[config.mk]
export PLATFORM = sky130hd
export DESIGN_NAME = rssq_sequencer
export DESIGN_NICKNAME = d
export VERILOG_FILES = /design/src/logic/rssq_pkg.sv /design/src/logic/rssq_cycle_meter.sv /design/src/logic/rssq_sequencer.sv
export SDC_FILE = /design/constraint.sdc
export NUM_CORES = 1
export LEC_CHECK = 0
export ABC_AREA = 1
export CAP_MARGIN = 20
export CORE_MARGIN = 3
export CORE_UTILIZATION = 57
export CTS_CLUSTER_DIAMETER = 100
export CTS_CLUSTER_SIZE = 30
export DETAILED_ROUTE_END_ITERATION = 8
export DONT_BUFFER_PORTS = 1
export PLACE_DENSITY = 0.72
export SETUP_SLACK_MARGIN = 0.1
export SLEW_MARGIN = 20
export SYNTH_ARGS = -nofsm -noshare
export SYNTH_HDL_FRONTEND = slang
export SYNTH_HIERARCHICAL = 1
export SYNTH_SLANG_ARGS = --single-unit
[constraint.sdc]
create_clock -name clk -period 8.5 [get_ports clk]
set_input_delay 1.7 -clock clk [delete_from_list [all_inputs] [get_ports clk]]
set_output_delay 1.7 -clock clk [all_outputs]
set_load 0.01 [all_outputs]
[src/logic/rssq_pkg.sv]
// Package: constants and types of the run/stop startup sequencer.
// Assumes a 100 MHz system clock; every other rate is a derived count.
package rssq_pkg;
   localparam int unsigned CLK_PERIOD_NS = 10;
   localparam int unsigned GATE_TIME_S = 2;
   localparam longint unsigned GATE_CYCLES = longint'(GATE_TIME_S) * 64'h0000_0000_3B9A_CA00 / CLK_PERIOD_NS;
   localparam int unsigned PROG_WORDS = 16;
   localparam int unsigned WORD_W = 8;
   localparam int unsigned PW_W = 16;
   localparam logic [15:0] PW_NONE = 16'h0000;
   localparam logic [7:0] WORD_ERASED = 8'h00;

   typedef enum logic [2:0] {
      RSSQ_ST_POWERUP,
      RSSQ_ST_COPY,
      RSSQ_ST_STOP,
      RSSQ_ST_RUN
   } rssq_mode_e;

   typedef enum logic [1:0] {
      RSSQ_PH_READ,
      RSSQ_PH_EVAL,
      RSSQ_PH_WRITE
   } rssq_phase_e;
endpackage

[src/logic/rssq_cycle_meter.sv]
// Cycle meter: counts rising edges of a once-per-cycle inverted flag over a gate window.
// Assumes the flag is a synchronous level driven by the sequencer.
`timescale 1ns/10ps
module rssq_cycle_meter #(
   parameter longint unsigned GATE_CYCLES = rssq_pkg::GATE_CYCLES,
   parameter int unsigned CNT_W = 32
) (
   input wire logic clk,
   input wire logic reset,
   input wire logic flag,
   output logic [CNT_W-1:0] periods
);
   logic [63:0] gate_reg;
   logic [CNT_W-1:0] count_reg;
   logic flag_reg;
   logic rise;

   assign rise = flag & ~flag_reg;

   always_ff @(posedge clk or posedge reset) begin
      if (reset) begin
         flag_reg <= 1'b0;
      end else begin
         flag_reg <= flag;
      end
   end

   // One rising edge per period, that is per two program cycles.
   always_ff @(posedge clk or posedge reset) begin
      if (reset) begin
         gate_reg <= 64'h0000_0000_0000_0000;
         count_reg <= '0;
         periods <= '0;
      end else if (gate_reg == GATE_CYCLES - 64'd1) begin
         gate_reg <= 64'h0000_0000_0000_0000;
         periods <= count_reg + CNT_W'(rise);
         count_reg <= '0;
      end else begin
         gate_reg <= gate_reg + 64'd1;
         count_reg <= count_reg + CNT_W'(rise);
      end
   end
endmodule

[src/logic/rssq_sequencer.sv]
// Top: power-on mode sequencer with card copy, lamps, password gate and program cycle.
// Assumes card and PC link inputs are synchronous to clk; one word per cycle from card.
// Behaviour
// - With no program in memory or on a card the controller stays in STOP after power-on.
// - With a valid program in internal memory it goes to RUN by itself at power-on.
// - A card present at power-on is copied into internal memory at once, overwriting it.
// - After the card copy completes the controller goes from COPY to RUN by itself.
// - Download and start come only from the PC link and only while its cable is attached.
// - The red lamp is lit after power-up and in every state other than RUN.
// - The green lamp is lit whenever the controller is in RUN.
// - A protected card blocks live data read-out until the correct password is given.
// - Removing a protected card without the password erases the internal program.
// - Each program cycle reads inputs, then evaluates the program, then writes outputs.
// - An inverted flag toggles once per program cycle, so a period spans two cycles.
// - A meter counts flag periods over a two-second gate window.
// - A delete request from the PC clears both the program and the password.
`timescale 1ns/10ps
module rssq_sequencer #(
   parameter int unsigned IN_W = 8,
   parameter int unsigned OUT_W = 4,
   parameter longint unsigned GATE_CYCLES = rssq_pkg::GATE_CYCLES
) (
   input wire logic clk,
   input wire logic reset,
   input wire logic mem_valid,
   input wire logic card_present,
   input wire logic card_protected,
   input wire logic [rssq_pkg::PW_W-1:0] card_password,
   input wire logic [rssq_pkg::WORD_W-1:0] card_word,
   output logic [3:0] card_addr,
   input wire logic pc_cable,
   input wire logic pc_start,
   input wire logic pc_stop,
   input wire logic pc_delete,
   input wire logic pc_load,
   input wire logic [3:0] pc_load_addr,
   input wire logic [rssq_pkg::WORD_W-1:0] pc_load_word,
   input wire logic pc_pw_valid,
   input wire logic [rssq_pkg::PW_W-1:0] pc_pw,
   input wire logic pc_read_req,
   input wire logic [3:0] pc_read_addr,
   output logic pc_read_ack,
   output logic pc_read_denied,
   output logic [rssq_pkg::WORD_W-1:0] pc_read_data,
   input wire logic [IN_W-1:0] plant_in,
   output logic [OUT_W-1:0] plant_out,
   output logic lamp_red,
   output logic lamp_green,
   output logic run_flag,
   output logic inv_flag,
   output logic [31:0] cycle_periods
);
   rssq_pkg::rssq_mode_e mode_reg;
   rssq_pkg::rssq_phase_e phase_reg;
   logic [rssq_pkg::WORD_W-1:0] prog_reg [rssq_pkg::PROG_WORDS];
   logic prog_valid_reg;
   logic [rssq_pkg::PW_W-1:0] pw_reg;
   logic unlocked_reg;
   logic card_prev_reg;
   logic prot_card_reg;
   logic [3:0] copy_idx_reg;
   logic [IN_W-1:0] in_img_reg;
   logic [OUT_W-1:0] res_reg;
   logic copy_last;
   logic erase;
   logic pc_ok;
   logic [31:0] meter_periods;

   assign copy_last = (copy_idx_reg == 4'(rssq_pkg::PROG_WORDS - 1));
   assign pc_ok = pc_cable;
   // Removal of a locked protected card, or a PC delete, wipes the program.
   assign erase = (card_prev_reg & ~card_present & prot_card_reg & ~unlocked_reg)
      | (pc_ok & pc_delete);

   // ==========================================================
   // Operating mode
   always_ff @(posedge clk or posedge reset) begin
      if (reset) begin
         mode_reg <= rssq_pkg::RSSQ_ST_POWERUP;
      end else begin
         case (mode_reg)
            rssq_pkg::RSSQ_ST_POWERUP: begin
               if (card_present) begin
                  mode_reg <= rssq_pkg::RSSQ_ST_COPY;
               end else if (mem_valid) begin
                  mode_reg <= rssq_pkg::RSSQ_ST_RUN;
               end else begin
                  mode_reg <= rssq_pkg::RSSQ_ST_STOP;
               end
            end
            rssq_pkg::RSSQ_ST_COPY: begin
               if (copy_last) begin
                  mode_reg <= rssq_pkg::RSSQ_ST_RUN;
               end
            end
            rssq_pkg::RSSQ_ST_STOP: begin
               if (pc_ok && pc_start && prog_valid_reg && !erase) begin
                  mode_reg <= rssq_pkg::RSSQ_ST_RUN;
               end
            end
            rssq_pkg::RSSQ_ST_RUN: begin
               if (erase || (pc_ok && (pc_stop || pc_load))) begin
                  mode_reg <= rssq_pkg::RSSQ_ST_STOP;
               end
            end
            default: mode_reg <= rssq_pkg::RSSQ_ST_STOP;
         endcase
      end
   end

   // ==========================================================
   // Card copy address
   always_ff @(posedge clk or posedge reset) begin
      if (reset) begin
         copy_idx_reg <= 4'h0;
      end else if (mode_reg == rssq_pkg::RSSQ_ST_COPY) begin
         copy_idx_reg <= copy_idx_reg + 4'h1;
      end else begin
         copy_idx_reg <= 4'h0;
      end
   end

   assign card_addr = copy_idx_reg;

   // ==========================================================
   // Program store: erase has priority over copy and download.
   generate
      for (genvar i = 0; i < rssq_pkg::PROG_WORDS; i++) begin : g_word
         always_ff @(posedge clk or posedge reset) begin
            if (reset) begin
               prog_reg[i] <= rssq_pkg::WORD_ERASED;
            end else if (erase) begin
               prog_reg[i] <= rssq_pkg::WORD_ERASED;
            end else if (mode_reg == rssq_pkg::RSSQ_ST_COPY && copy_idx_reg == 4'(i)) begin
               prog_reg[i] <= card_word;
            end else if (pc_ok && pc_load && pc_load_addr == 4'(i)) begin
               prog_reg[i] <= pc_load_word;
            end
         end
      end
   endgenerate

   always_ff @(posedge clk or posedge reset) begin
      if (reset) begin
         prog_valid_reg <= 1'b0;
      end else if (erase) begin
         prog_valid_reg <= 1'b0;
      end else if (mode_reg == rssq_pkg::RSSQ_ST_POWERUP) begin
         prog_valid_reg <= mem_valid | card_present;
      end else if (pc_ok && pc_load) begin
         prog_valid_reg <= 1'b1;
      end
   end

   // ==========================================================
   // Password and protection state
   always_ff @(posedge clk or posedge reset) begin
      if (reset) begin
         pw_reg <= rssq_pkg::PW_NONE;
         prot_card_reg <= 1'b0;
         unlocked_reg <= 1'b0;
         card_prev_reg <= 1'b0;
      end else begin
         card_prev_reg <= card_present;
         if (erase) begin
            pw_reg <= rssq_pkg::PW_NONE;
            prot_card_reg <= 1'b0;
            unlocked_reg <= 1'b0;
         end else begin
            if (card_present && !card_prev_reg) begin
               prot_card_reg <= card_protected;
               pw_reg <= card_password;
               unlocked_reg <= 1'b0;
            end else if (!card_present) begin
               prot_card_reg <= 1'b0;
            end
            if (pc_ok && pc_pw_valid && pc_pw == pw_reg) begin
               unlocked_reg <= 1'b1;
            end
         end
      end
   end

   // ==========================================================
   // Online read-out, answered one cycle after the request.
   always_ff @(posedge clk or posedge reset) begin
      if (reset) begin
         pc_read_ack <= 1'b0;
         pc_read_denied <= 1'b0;
         pc_read_data <= rssq_pkg::WORD_ERASED;
      end else begin
         pc_read_ack <= pc_ok & pc_read_req;
         pc_read_denied <= pc_ok & pc_read_req & prot_card_reg & ~unlocked_reg;
         if (pc_ok && pc_read_req && !(prot_card_reg && !unlocked_reg)) begin
            pc_read_data <= prog_reg[pc_read_addr];
         end else begin
            pc_read_data <= rssq_pkg::WORD_ERASED;
         end
      end
   end

   // ==========================================================
   // Program cycle: read inputs, evaluate, write outputs.
   always_ff @(posedge clk or posedge reset) begin
      if (reset) begin
         phase_reg <= rssq_pkg::RSSQ_PH_READ;
         in_img_reg <= '0;
         res_reg <= '0;
         plant_out <= '0;
         inv_flag <= 1'b0;
      end else if (mode_reg != rssq_pkg::RSSQ_ST_RUN) begin
         phase_reg <= rssq_pkg::RSSQ_PH_READ;
         plant_out <= '0;
      end else begin
         case (phase_reg)
            rssq_pkg::RSSQ_PH_READ: begin
               in_img_reg <= plant_in;
               phase_reg <= rssq_pkg::RSSQ_PH_EVAL;
            end
            rssq_pkg::RSSQ_PH_EVAL: begin
               // The stored program is a mask per output over the input image.
               for (int k = 0; k < OUT_W; k++) begin
                  res_reg[k] <= |(in_img_reg & IN_W'(prog_reg[k]));
               end
               phase_reg <= rssq_pkg::RSSQ_PH_WRITE;
            end
            rssq_pkg::RSSQ_PH_WRITE: begin
               plant_out <= res_reg;
               inv_flag <= ~inv_flag;
               phase_reg <= rssq_pkg::RSSQ_PH_READ;
            end
            default: phase_reg <= rssq_pkg::RSSQ_PH_READ;
         endcase
      end
   end

   // ==========================================================
   // Lamps
   always_ff @(posedge clk or posedge reset) begin
      if (reset) begin
         lamp_red <= 1'b1;
         lamp_green <= 1'b0;
         run_flag <= 1'b0;
      end else begin
         lamp_red <= (mode_reg != rssq_pkg::RSSQ_ST_RUN);
         lamp_green <= (mode_reg == rssq_pkg::RSSQ_ST_RUN);
         run_flag <= (mode_reg == rssq_pkg::RSSQ_ST_RUN);
      end
   end

   rssq_cycle_meter #(
      .GATE_CYCLES(GATE_CYCLES),
      .CNT_W(32)
   ) u_meter (
      .clk(clk),
      .reset(reset),
      .flag(inv_flag),
      .periods(meter_periods)
   );

   always_ff @(posedge clk or posedge reset) begin
      if (reset) begin
         cycle_periods <= 32'h0000_0000;
      end else begin
         cycle_periods <= meter_periods;
      end
   end
endmodule
==> results.md, run 1 <==
* Status: complete, no violations
* Path type of the worst setup path: in2reg
* Final standard cell utilization of the core at 59.9%
* Highest attainable clock frequency at 319 MHz
* Max-cap violations at 0
* TritonCTS sink count at 346
* Dominant synthesized flop cell: sky130_fd_sc_hd__dfrtp_1
* Tightest hold margin at 378 ps
* List of most frequent post-synthesis cells: sky130_fd_sc_hd__nand2_1 (797), sky130_fd_sc_hd__nor2_1 (518), sky130_fd_sc_hd__dfrtp_1 (345)
* Number of violations reported at the end of detailed-routing iteration 0 at 1829
* Kind of start point of the critical path: primary input
* Number of buffers inserted by hold repair at cts at 0
* Share of flip-flops with an asynchronous set or reset after synthesis at 100%
* CTS tree: yes
* Number of antenna violations at the first check in global routing at 0
* Largest register FFs at 128
* Antenna-violating nets left at 0
* Nature of the critical path endpoint: register
* RSZ-0062 raised after global routing: false
* Post-CTS Setup Inserts at 0
* Adder-cell share of the synthesized area at 0.759%
* Highest-utilization routing layer at the global route stage: met2
* Clock Latency Late Sink at 550 ps
* Area growth from synthesis to layout at 2.62%
* IO Port Bufs at 0
* Cell internal power dissipation at 0.00243 W
* Fin crit period at 3130 ps
* Area fraction in and, or, nand and nor cells after synthesis at 36.3%
* Bufs on Longest Clock Path at 3
* Number of flip-flops and latches in the synthesized netlist at 346
* Share of the synthesized area in the top cell type at 43.6%
* Cell at the root of the clock tree: sky130_fd_sc_hd__clkbuf_16
* Die area at 37000 µm²
* Drt via density at 5.47
* Non-filler instance count after layout at 3145
* Combinational share of power at 19.9%
* Num ports at 130
* Total nets after synthesis at 2858
* Transition time at the pin with the least slew margin at 1070 ps
* Clock Skew at 24.0 ps
* EDFF count, synth at 0
* Areal power density over the cells at 177 nW/µm²
* Fraction of the cycle the final worst path needs at 36.8%
* Via count at 17200
* Met2 usage at 48.3%
* Total overflow reported by the global router at 0
* Data required time of the worst path at 8890 ps
* Switch Pwr at 0.00117 W
* Number of warnings issued by yosys at 6
* Share of synthesized area spent on multiplexers at 0%
* Power share of the clock group at 25.7%
* Layout cell share with drive strength beyond 1 at 5.71%
* Total wirelength of the detailed-routed design at 55900 µm
* Number of iterations in the first detailed-routing pass at 6
* Number of clock buffers inserted by TritonCTS at 16
* Final #Nets at 2779
* Core Region at 33900 µm²
* Total chip power at 0.00360 W
* Register area share after synthesis at 43.8%
* Y dimension of the die at 192 µm
* Fraction of met3 tracks used by global routing at 3.20%
* Average wire per cell in the routed design at 17.8 µm
* Starting density of the core at 58.4%
* Biggest area contributors in the synthesized netlist: sky130_fd_sc_hd__dfrtp_1 (44%), sky130_fd_sc_hd__nand2_1 (15%), sky130_fd_sc_hd__nor2_1 (9.8%)
* Setup violators final at 0
* Detailed-route DRC error count at 0
* Slack of the worst reg-to-reg path at 5930 ps
* Clock input transition at the sequential cells of the worst setup and hold paths at 110 ps
* Via count of the first global-routing pass at 16400
* Standard-cell rows at 67
* CP max FO at 33
* H-tree lvl count at 1
* Post_cts resized at 0
* Filler Cell Count at 3217
* Die X-Extent at 192 µm
* Antenna cell count at 0
* Compound-Gate Fraction of Synth Area at 7.63%
* Reg power frac at 54.5%
* Placed Cells incl. Taps at 3121
* Final weighted congestion in routability-driven placement at 0.960
* Leakage power total at 9.94 nW
* Biggest area consumer among synthesized cells: sky130_fd_sc_hd__dfrtp_1
* Maximum number of pins on one net before global-route repair at 99
* Placed wire-length estimate after detailed placement at 38700 µm
* Number of different library cells in the post-synthesis netlist at 47
* M1 GR Usage at 42.4%
* Post-synthesis cell area at 19800 µm²
* WP data arrival at 3520 ps
* Combinational family with the most area after synthesis: simple AND/OR/NAND/NOR gates
* Max-slew violations at 0
* Share of the synthesized netlist area taken by xor and xnor gates at 1.86%
* Sum of negative setup slack at 0 ps
* Gate count of the mapped netlist at 2770
* Count leader, synth: sky130_fd_sc_hd__nand2_1
* Switching Fraction at 32.6%
* Worst slew margin relative to its limit at 28.1%
* Mean post-synth cell area at 7.14 µm²
* Highest ir drop seen on vdd at 0.188 mV
* Global-route wire length before repair at 88500 µm
* Class of the tightest hold or removal check: reg2reg
* Final-report hold violation count at 0
* Global-route usage over all layers at 30.4%
[final cells by class]
class,instances,area (µm²),area share (%)
sequential,346,8660,42.7
timing repair buffer,7,63.8,0.314
clock buffer,18,408,2.01
clock inverter,6,72.6,0.357
multi-input combinational,1978,9210,45.4
inverter,342,1330,6.53
tap,448,561,2.76
[cell families (layout without fill, tap and decap cells)]
family | count (synthesis) | count (layout)
XOR/XNOR | 42 | 42
AND/OR/NAND/NOR | 1678 | 1678
AO/OA/AOI/OAI | 246 | 246
adder cells (fa/ha/maj) | 12 | 12
flip-flops | 346 | 346
buffers and inverters | 446 | 373
[worst max-delay path, stage by stage]
cell	delay (ps)
sky130_fd_sc_hd__clkinv_1	810
sky130_fd_sc_hd__o211ai_1	560
sky130_fd_sc_hd__nand3_1	220
sky130_fd_sc_hd__nand3_1	120
sky130_fd_sc_hd__a21oi_1	100
[cells in the final DEF, fill, tap and decap left out, drive strengths merged]
cell type | synthesis | layout
a21boi | 3 | 3
a21oi | 30 | 30
a221oi | 6 | 6
a22o | 2 | 2
a311oi | 1 | 1
a31oi | 1 | 1
and2 | 4 | 4
and3 | 1 | 1
buf | 59 | 7
clkbuf | 45 | 18
clkinv | 1 | 6
clkinvlp | 0 | 1
dfrtp | 345 | 345
dfstp | 1 | 1
ha | 12 | 12
inv | 341 | 341
nand2 | 812 | 812
nand3 | 165 | 165
nand3b | 8 | 8
nand4 | 16 | 16
nor2 | 544 | 544
nor3 | 128 | 128
o211ai | 32 | 32
o21a | 1 | 1
o21ai | 165 | 165
o21bai | 3 | 3
o22ai | 2 | 2
xnor2 | 13 | 13
xor2 | 29 | 29
[power by group through the flow]
| stage | Clock, W | Sequential, W | Combinational (W) |
|---|---|---|---|
| detailed placement | 0 | 0.00199 | 0.000711 |
| floorplan | 0 | 0.00194 | 0.000595 |
| CTS | 0.000947 | 0.00196 | 0.000714 |
| global placement | 0 | 0.00199 | 0.000684 |
| global route | 0.00100 | 0.00198 | 0.000823 |
| finish | 0.000924 | 0.00196 | 0.000716 |
[metrics by stage]
stage / cell area (µm²) / setup WS (ps)
after floorplan: 19800 / 866
after global placement: 19800 / 4950
after CTS: 20300 / 5460
final: 20300 / 5370
after detailed placement: 19800 / 4880
after global routing: 20300 / 5270
[routing by layer]
metal | part of all wire, % | wire [µm]
met5 | 0 | 0
met4 | 4.8 | 2670
met3 | 7.1 | 3960
met2 | 46 | 25500
met1 | 43 | 23800
[worst paths after layout]
kind                                  endpoint                from  cells past startpoint
max reg2reg                u_meter/periods[24]            inv_flag                     12
min in group asynchronous     cycle_periods[2]               reset                      1
max in group asynchronous         prog_reg[57]               reset                      2
max                            pc_read_data[4]     pc_read_addr[1]                      5
min reg2reg                   cycle_periods[2]  u_meter/periods[2]                      0
min                           cycle_periods[2]  u_meter/periods[2]                      0
Power figures use the tool's default switching activity.
==> run 2, diff against run 1 <==
--- a/config.mk
+++ b/config.mk
@@ -5,7 +5,7 @@
 export SDC_FILE = /design/constraint.sdc
 export NUM_CORES = 1
 export LEC_CHECK = 0
-export ABC_AREA = 1
+export ABC_AREA = 0
 export CAP_MARGIN = 20
 export CORE_MARGIN = 3
 export CORE_UTILIZATION = 57
@@ -13,7 +13,7 @@
 export CTS_CLUSTER_SIZE = 30
 export DETAILED_ROUTE_END_ITERATION = 8
 export DONT_BUFFER_PORTS = 1
-export PLACE_DENSITY = 0.72
+export PLACE_DENSITY = 0.75
 export SETUP_SLACK_MARGIN = 0.1
 export SLEW_MARGIN = 20
 export SYNTH_ARGS = -nofsm -noshare
==> constraint.sdc (replaced) <==
create_clock -name clk -period 2.6 [get_ports clk]
set_input_delay 0.52 -clock clk [delete_from_list [all_inputs] [get_ports clk]]
set_output_delay 0.52 -clock clk [all_outputs]
set_load 0.01 [all_outputs]
==> results.md, run 2 <==
* Via count at 12300 (was 17200)
* Most common library cell in the layout ignoring fill and taps: sky130_fd_sc_hd__dfrtp_1 (was sky130_fd_sc_hd__nand2_1)
* Tightest hold margin at 42.2 ps (was 378 ps)
* Area growth from synthesis to layout at 6.64% (was 2.62%)
* Highest-utilization routing layer at the global route stage: met2 (unchanged)
* Hold path startpoint: card_present (was u_meter/periods[2])
* Critical Path, Cell by Cell: ha_4, nand3_1, or3b_4, or3_4, nor3_4, buf_12, clkbuf_4, buf_6, nor2_1 (was clkinv_1, o211ai_1, nand3_1, nand3_1, a21oi_1)
* Final #Nets at 1676 (was 2779)
* Clock Latency Late Sink at 530 ps (was 550 ps)
* Status: complete, no violations (unchanged)
* Path type of the worst setup path: reg2reg (was in2reg)
* Non-filler instance count after layout at 1985 (was 3145)
* Highest ir drop seen on vdd at 0.401 mV (was 0.188 mV)
* Total overflow reported by the global router at 0 (unchanged)
* Number of flip-flops and latches in the synthesized netlist at 346 (unchanged)
* TritonCTS sink count at 346 (unchanged)
* Post-synthesis cell area at 17500 µm² (was 19800 µm²)
* Number of violations reported at the end of detailed-routing iteration 0 at 1001 (was 1829)
* Number of iterations in the first detailed-routing pass at 5 (was 6)
* Transition time at the pin with the least slew margin at 868 ps (was 1070 ps)
* Register area share after synthesis at 49.4% (was 43.8%)
* Layout cell share with drive strength beyond 1 at 15.0% (was 5.71%)
* Nature of the critical path endpoint: register (unchanged)
* Highest attainable clock frequency at 413 MHz
* Slack of the critical path at 176 ps (was 5370 ps)
* M1 GR Usage at 36.9% (was 42.4%)
* Met2 usage at 39.6% (was 48.3%)
* Fraction of the cycle the final worst path needs at 93.2%
* Biggest area consumer among synthesized cells: sky130_fd_sc_hd__dfrtp_1 (unchanged)
* Total nets after synthesis at 1693 (was 2858)
* Worst slew margin relative to its limit at 42.2% (was 28.1%)
* Num ports at 130 (unchanged)
* CTS tree: yes (unchanged)
* Count leader, synth: sky130_fd_sc_hd__dfrtp_1 (was sky130_fd_sc_hd__nand2_1)
* Cell at the root of the clock tree: sky130_fd_sc_hd__clkbuf_16 (unchanged)
* Number of warnings issued by yosys at 6 (unchanged)
* Via count of the first global-routing pass at 12400 (was 16400)
* Slack of the worst reg-to-reg path at 180 ps (was 5930 ps)
* Bufs on Longest Clock Path at 3 (unchanged)
* Drt via density at 6.21 (was 5.47)
* RSZ-0062 raised after global routing: true (was false)
* Die X-Extent at 181 µm (was 192 µm)
* Global-route wire length before repair at 68100 µm (was 88500 µm)
* Class of the tightest hold or removal check: in2reg (was reg2reg)
* Largest register FFs at 128 (unchanged)
* Dominant synthesized flop cell: sky130_fd_sc_hd__dfrtp_1 (unchanged)
* Placed wire-length estimate after detailed placement at 28700 µm (was 38700 µm)
* Share of the synthesized area in the top cell type at 49.3% (was 43.6%)
* WP data arrival at 2820 ps (was 3520 ps)
* Core Region at 30000 µm² (was 33900 µm²)
* Kind of start point of the critical path: register (was primary input)
* IO Port Bufs at 0 (unchanged)
* Fraction of met3 tracks used by global routing at 5.74% (was 3.20%)
* Final-report hold violation count at 0 (unchanged)
* Total wirelength of the detailed-routed design at 42600 µm (was 55900 µm)
* Cell depth of the worst flop-to-flop path at 9 (was 12)
* CP max FO at 9 (was 33)
* Capturing point of the worst reg2reg path: u_meter/count_reg[25] (was u_meter/periods[24])
* Area of all placed cells without fillers at 18700 µm² (was 20300 µm²)
* Highest-count cells in the layout ignoring fill and taps: sky130_fd_sc_hd__dfrtp_1 (345), sky130_fd_sc_hd__nand2_1 (258), sky130_fd_sc_hd__mux2i_1 (140), sky130_fd_sc_hd__nor2_1 (82), sky130_fd_sc_hd__o31ai_1 (78) (was sky130_fd_sc_hd__nand2_1 (797), sky130_fd_sc_hd__nor2_1 (518), sky130_fd_sc_hd__dfrtp_1 (345), sky130_fd_sc_hd__inv_1 (311), sky130_fd_sc_hd__nand3_1 (148))
* Share of flip-flops with an asynchronous set or reset after synthesis at 100% (unchanged)
* Leakage power total at 7.99 nW (was 9.94 nW)
* Pre-CTS WS at 71.3 ps (was 4880 ps)
* Number of different library cells in the post-synthesis netlist at 65 (was 47)
* Setup violators final at 0 (unchanged)
* Mean post-synth cell area at 10.9 µm² (was 7.14 µm²)
* Areal power density over the cells at 628 nW/µm² (was 177 nW/µm²)
* Hold Path Cell Cnt at 0 (unchanged)
* Final weighted congestion in routability-driven placement at 0.884 (was 0.960)
* Number of antenna violations at the first check in global routing at 0 (unchanged)
* Hold-critical path endpoint: card_prev_reg (was cycle_periods[2])
* Placed Cells incl. Taps at 1954 (was 3121)
* Gate count of the mapped netlist at 1605 (was 2770)
* Biggest area contributors in the synthesized netlist: sky130_fd_sc_hd__dfrtp_1 (49%), sky130_fd_sc_hd__mux2i_1 (8.0%), sky130_fd_sc_hd__nand2_1 (5.5%) (was sky130_fd_sc_hd__dfrtp_1 (44%), sky130_fd_sc_hd__nand2_1 (15%), sky130_fd_sc_hd__nor2_1 (9.8%))
* Combined flip-flop and latch cell area at 8660 µm² (unchanged)
* Average wire per cell in the routed design at 21.5 µm (was 17.8 µm)
* EDFF count, synth at 0 (unchanged)
* Standard-cell rows at 63 (was 67)
* Worst path max stage delay at 420 ps (was 810 ps)
* Number of clock buffers inserted by TritonCTS at 16 (unchanged)
* List of most frequent post-synthesis cells: sky130_fd_sc_hd__dfrtp_1 (345), sky130_fd_sc_hd__nand2_1 (258), sky130_fd_sc_hd__mux2i_1 (140) (was sky130_fd_sc_hd__nand2_1 (797), sky130_fd_sc_hd__nor2_1 (518), sky130_fd_sc_hd__dfrtp_1 (345))
* H-tree lvl count at 1 (unchanged)
* Area of the multi-input gates at 8160 µm² (was 9210 µm²)
* Filler Cell Count at 2358 (was 3217)
* Max-slew violations at 0 (unchanged)
* Clock Skew at 38.0 ps (was 24.0 ps)
* Antenna-violating nets left at 0 (unchanged)
* Instance area after placement at 18000 µm² (was 19800 µm²)
* Fin crit period at 2420 ps
* Cell with the biggest individual delay on the critical path: sky130_fd_sc_hd__dfrtp_1 (was sky130_fd_sc_hd__clkinv_1)
* Detailed-route DRC error count at 0 (unchanged)
* Maximum number of pins on one net before global-route repair at 126 (was 99)
* Starting density of the core at 58.5% (was 58.4%)
* Global-route usage over all layers at 25.5% (was 30.4%)
* Sum of negative setup slack at 0 ps (unchanged)
* Max-cap violations at 0 (unchanged)
* Die area at 32900 µm² (was 37000 µm²)
* Antenna cell count at 0 (unchanged)
* Data required time of the worst path at 3000 ps (was 8890 ps)
* RR Startpoint: u_meter/gate_reg[0] (was inv_flag)
* Clock input transition at the sequential cells of the worst setup and hold paths at 110 ps (about the same)
* Y dimension of the die at 181 µm (was 192 µm)
run 2: final cells by class:
cell class | instances | area share, %
tap | 390 | 2.61
clock inverter | 4 | 0.442
sequential | 346 | 46.4
timing repair buffer | 68 | 3.46
multi-input combinational | 1104 | 43.7
clock buffer | 21 | 2.36
inverter | 52 | 1.09
run 2: metal layers:
layer / vias to the layer above / wire length (µm)
met4: 0 / 1030
li1: 5574 / -
met1: 6177 / 18600
met5: - / 0
met3: 78 / 3550
met2: 506 / 19400
run 2: power by group:
part,leakage (nW),internal (W),switching [W],total (W)
logic,3.16,0.00103,0.00107,0.00210
clock network,0.252,0.00136,0.00177,0.00312
registers,4.58,0.00598,0.000535,0.00652
run 2: cell families (layout without fill, tap and decap cells):
group / Yosys count / in the layout / synth area share (%)
DFF: 346 / 346 / 49.4
buffers and inverters: 155 / 145 / 4.26
muxes: 223 / 223 / 15.5
and+or+nand+nor: 552 / 552 / 15.2
adders and majority gates: 12 / 12 / 0.857
xor gates and xnor gates: 110 / 110 / 5.50
AOI/OAI and AO/OA: 207 / 207 / 9.20
run 2: timing repair:
action | in CTS | in global routing
resized for setup | 2 | 7
hold buffers | 1 | 0
setup endpoints to repair | 16 | 42
pin swaps | 1 | 2
gates cloned | 1 | 0
buffers inserted | 1 | 3
hold endpoints to repair | 20 | 0
run 2: worst max-delay path by stage:
stage | cells after the start | slack (ps) | endpoint | from
floorplan | 1 | -750 | card_addr[0] | reset
global placement | 8 | 140 | u_meter/periods[6] | u_meter/gate_reg[0]
detailed placement | 8 | 70 | u_meter/periods[25] | u_meter/gate_reg[0]
CTS | 8 | 110 | u_meter/periods[25] | u_meter/gate_reg[0]
global route | 9 | 60 | u_meter/count_reg[25] | u_meter/gate_reg[0]
finish | 9 | 180 | u_meter/count_reg[25] | u_meter/gate_reg[0]
run 2: critical path, delay by kind of cell (launching register included):
| family | cells | cell delay [ps] |
|---|---|---|
| flops | 1 | 420 |
| simple gates | 5 | 1210 |
| fa+ha+maj | 1 | 170 |
| buf+inv | 3 | 510 |
run 2: stage by stage:
step                      power [W]  util, %
after floorplan             0.00811        -
after global placement      0.00858     60.3
after detailed placement    0.00868     60.3
after CTS                    0.0118     62.2
after global routing         0.0123     62.4
final                        0.0117     62.4
==> run 3, diff against run 2 <==
==> constraint.sdc (replaced) <==
create_clock -name clk -period 2.1 [get_ports clk]
set_input_delay 0.42 -clock clk [delete_from_list [all_inputs] [get_ports clk]]
set_output_delay 0.42 -clock clk [all_outputs]
set_load 0.01 [all_outputs]
==> results.md, run 3 (synthesized netlist as in run 2, its figures left out) <==
* Status: complete, but fails checks (was complete, no violations)
* Violated checks: setup timing
* WP data arrival at 2740 ps (was 2820 ps)
* Number of iterations in the first detailed-routing pass at 7 (was 5)
* Number of antenna violations at the first check in global routing at 0 (unchanged)
* Die area at 32900 µm² (unchanged)
* Antenna-violating nets left at 0 (unchanged)
* Tightest hold margin at 25.5 ps (was 42.2 ps)
* Final-report hold violation count at 0 (unchanged)
* H-tree lvl count at 1 (unchanged)
* Slack of the critical path at -196 ps (was 176 ps)
* Cell internal power dissipation at 0.0104 W (was 0.00837 W)
* Layout cell share with drive strength beyond 1 at 24.4% (was 15.0%)
* Fin crit period at 2300 ps (was 2420 ps)
* Transition time at the pin with the least slew margin at 687 ps (was 868 ps)
* Via count at 13000 (was 12300)
* Fraction of the cycle the final worst path needs at 109% (was 93.2%)
* Number of violations reported at the end of detailed-routing iteration 0 at 1194 (was 1001)
* Cell at the root of the clock tree: sky130_fd_sc_hd__clkbuf_16 (unchanged)
* Global-route usage over all layers at 26.8% (was 25.5%)
* Clock input transition at the sequential cells of the worst setup and hold paths at 110 ps (about the same)
* Clock Skew at 30.8 ps (was 38.0 ps)
* RSZ-0062 raised after global routing: true (unchanged)
* CP max FO at 6 (was 9)
* Largest register FFs at 128 (unchanged)
* Total chip power at 0.0147 W (was 0.0117 W)
* Die X-Extent at 181 µm (unchanged)
* Placed wire-length estimate after detailed placement at 29800 µm (was 28700 µm)
* Average wire per cell in the routed design at 21.4 µm (was 21.5 µm)
* Path type of the worst setup path: reg2reg (unchanged)
* Y dimension of the die at 181 µm (unchanged)
* Power share of the clock group at 25.6% (was 26.6%)
* CTS tree: yes (unchanged)
* Area growth from synthesis to layout at 15.6% (was 6.64%)
* Num ports at 130 (unchanged)
* Clock Latency Late Sink at 540 ps (was 530 ps)
* Kind of start point of the critical path: register (unchanged)
* IO Port Bufs at 0 (unchanged)
* Combinational share of power at 19.4% (was 17.9%)
* Leakage power total at 8.74 nW (was 7.99 nW)
* Bufs on Longest Clock Path at 3 (unchanged)
* Starting density of the core at 58.5% (unchanged)
* Via count of the first global-routing pass at 13200 (was 12400)
* Reg power frac at 54.9% (was 55.5%)
* Data required time of the worst path at 2540 ps (was 3000 ps)
* Total wirelength of the detailed-routed design at 45100 µm (was 42600 µm)
* Switch Pwr at 0.00428 W (was 0.00337 W)
* Setup violators final at 86 (was 0)
* Class of the tightest hold or removal check: in2reg (unchanged)
* Maximum number of pins on one net before global-route repair at 130 (was 126)
* Highest attainable clock frequency at 436 MHz (was 413 MHz)
* Core Region at 30000 µm² (unchanged)
* Detailed-route DRC error count at 0 (unchanged)
* Global-route wire length before repair at 71900 µm (was 68100 µm)
* Final #Nets at 1798 (was 1676)
* Final weighted congestion in routability-driven placement at 0.880 (was 0.884)
* TritonCTS sink count at 346 (unchanged)
* Drt via density at 6.16 (was 6.21)
* Max-slew violations at 0 (unchanged)
* Standard-cell rows at 63 (unchanged)
* Areal power density over the cells at 725 nW/µm² (was 628 nW/µm²)
* Antenna cell count at 0 (unchanged)
* Switching Fraction at 29.1% (was 28.7%)
* Total overflow reported by the global router at 0 (unchanged)
* Number of clock buffers inserted by TritonCTS at 16 (unchanged)
* Highest ir drop seen on vdd at 0.754 mV (was 0.401 mV)
* Highest-count cells in the layout ignoring fill and taps: sky130_fd_sc_hd__dfrtp_1 (345), sky130_fd_sc_hd__nand2_1 (255), sky130_fd_sc_hd__buf_4 (142), sky130_fd_sc_hd__mux2i_1 (136), sky130_fd_sc_hd__o31ai_1 (78) (was sky130_fd_sc_hd__dfrtp_1 (345), sky130_fd_sc_hd__nand2_1 (258), sky130_fd_sc_hd__mux2i_1 (140), sky130_fd_sc_hd__nor2_1 (82), sky130_fd_sc_hd__o31ai_1 (78))
* Max-cap violations at 0 (unchanged)
* Most common library cell in the layout ignoring fill and taps: sky130_fd_sc_hd__dfrtp_1 (unchanged)
* Worst slew margin relative to its limit at 54.1% (was 42.2%)
* Nature of the critical path endpoint: register (unchanged)
## run 3: cell types whose count changed in the layout (fill, tap and decap cells not counted), sizes merged
cell         change
buf            +116
bufbuf           -1
bufinv           -1
clkbuf           -1
clkinv           -1
clkinvlp         +2
dlygate4sd3      +7
inv              +1
## run 3: worst max-delay path: stages, from the launching register on
cell and delay (ps):
sky130_fd_sc_hd__dfrtp_1 410, sky130_fd_sc_hd__nor4_1 370, sky130_fd_sc_hd__nand4_1 200, sky130_fd_sc_hd__or3_4 420
sky130_fd_sc_hd__nor3_4 250, sky130_fd_sc_hd__buf_6 200, sky130_fd_sc_hd__buf_12 130, sky130_fd_sc_hd__mux2i_1 230
## run 3: through the flow
step	utilization (%)	setup WS, ps	setup TNS, ps	std cells	instance area (µm²)
finish	67.6	-196	-12030	2107	20300
global route	67.6	-271	-18530	2107	20300
detailed placement	63.4	-210	-9030	2045	19000
global placement	63.4	-149	-6450	2045	19000
floorplan	-	-1150	-249200	1605	17700
CTS	66.3	-188	-10190	2093	19900
## run 3: power groups by stage
stage	clock (W)	combinational [W]	sequential, W
floorplan	0	0.00211	0.00794
global placement	0	0.00259	0.00811
detailed placement	0	0.00271	0.00815
CTS	0.00385	0.00276	0.00802
global route	0.00408	0.00314	0.00814
finish	0.00376	0.00286	0.00807
## run 3: repair_timing
action	4_1_cts	5_1_grt
hold endpoints to repair	129	0
gates cloned	4	2
gates resized for setup	26	55
setup endpoints to repair	122	161
buffers inserted	11	12
hold buffers	8	0
pin swaps	8	14
## run 3: layer usage
layer	global-route usage [%]	wire length [µm]	up-vias
met1	37.5	18800	6521
met2	42.2	20900	562
met3	7.35	4350	86
met5	0	0	-
met4	6.58	1070	0
li1	-	-	5820
## run 3: layout make-up
class / count / area, µm²
Fill cell: 2215 / 9700
Sequential cell: 346 / 8660
Multi-Input combinational cell: 1104 / 8550
Timing Repair Buffer: 190 / 1860
Tap cell: 390 / 488
Clock buffer: 20 / 437
Inverter: 52 / 203
Clock inverter: 5 / 51.3
## run 3: path summary, 6_finish.rpt
path,startpoint,end,slack [ps],cells after the start
max in group asynchronous,reset,pw_reg[12],890,3
worst max-delay path,u_meter/gate_reg[45],u_meter/periods[28],-200,7
worst min-delay path,card_password[9],pw_reg[9],30,2
worst min register to register,u_meter/periods[21],cycle_periods[21],390,0
min in group asynchronous,reset,cycle_periods[0],490,2
worst max register to register,u_meter/gate_reg[45],u_meter/periods[28],-200,7
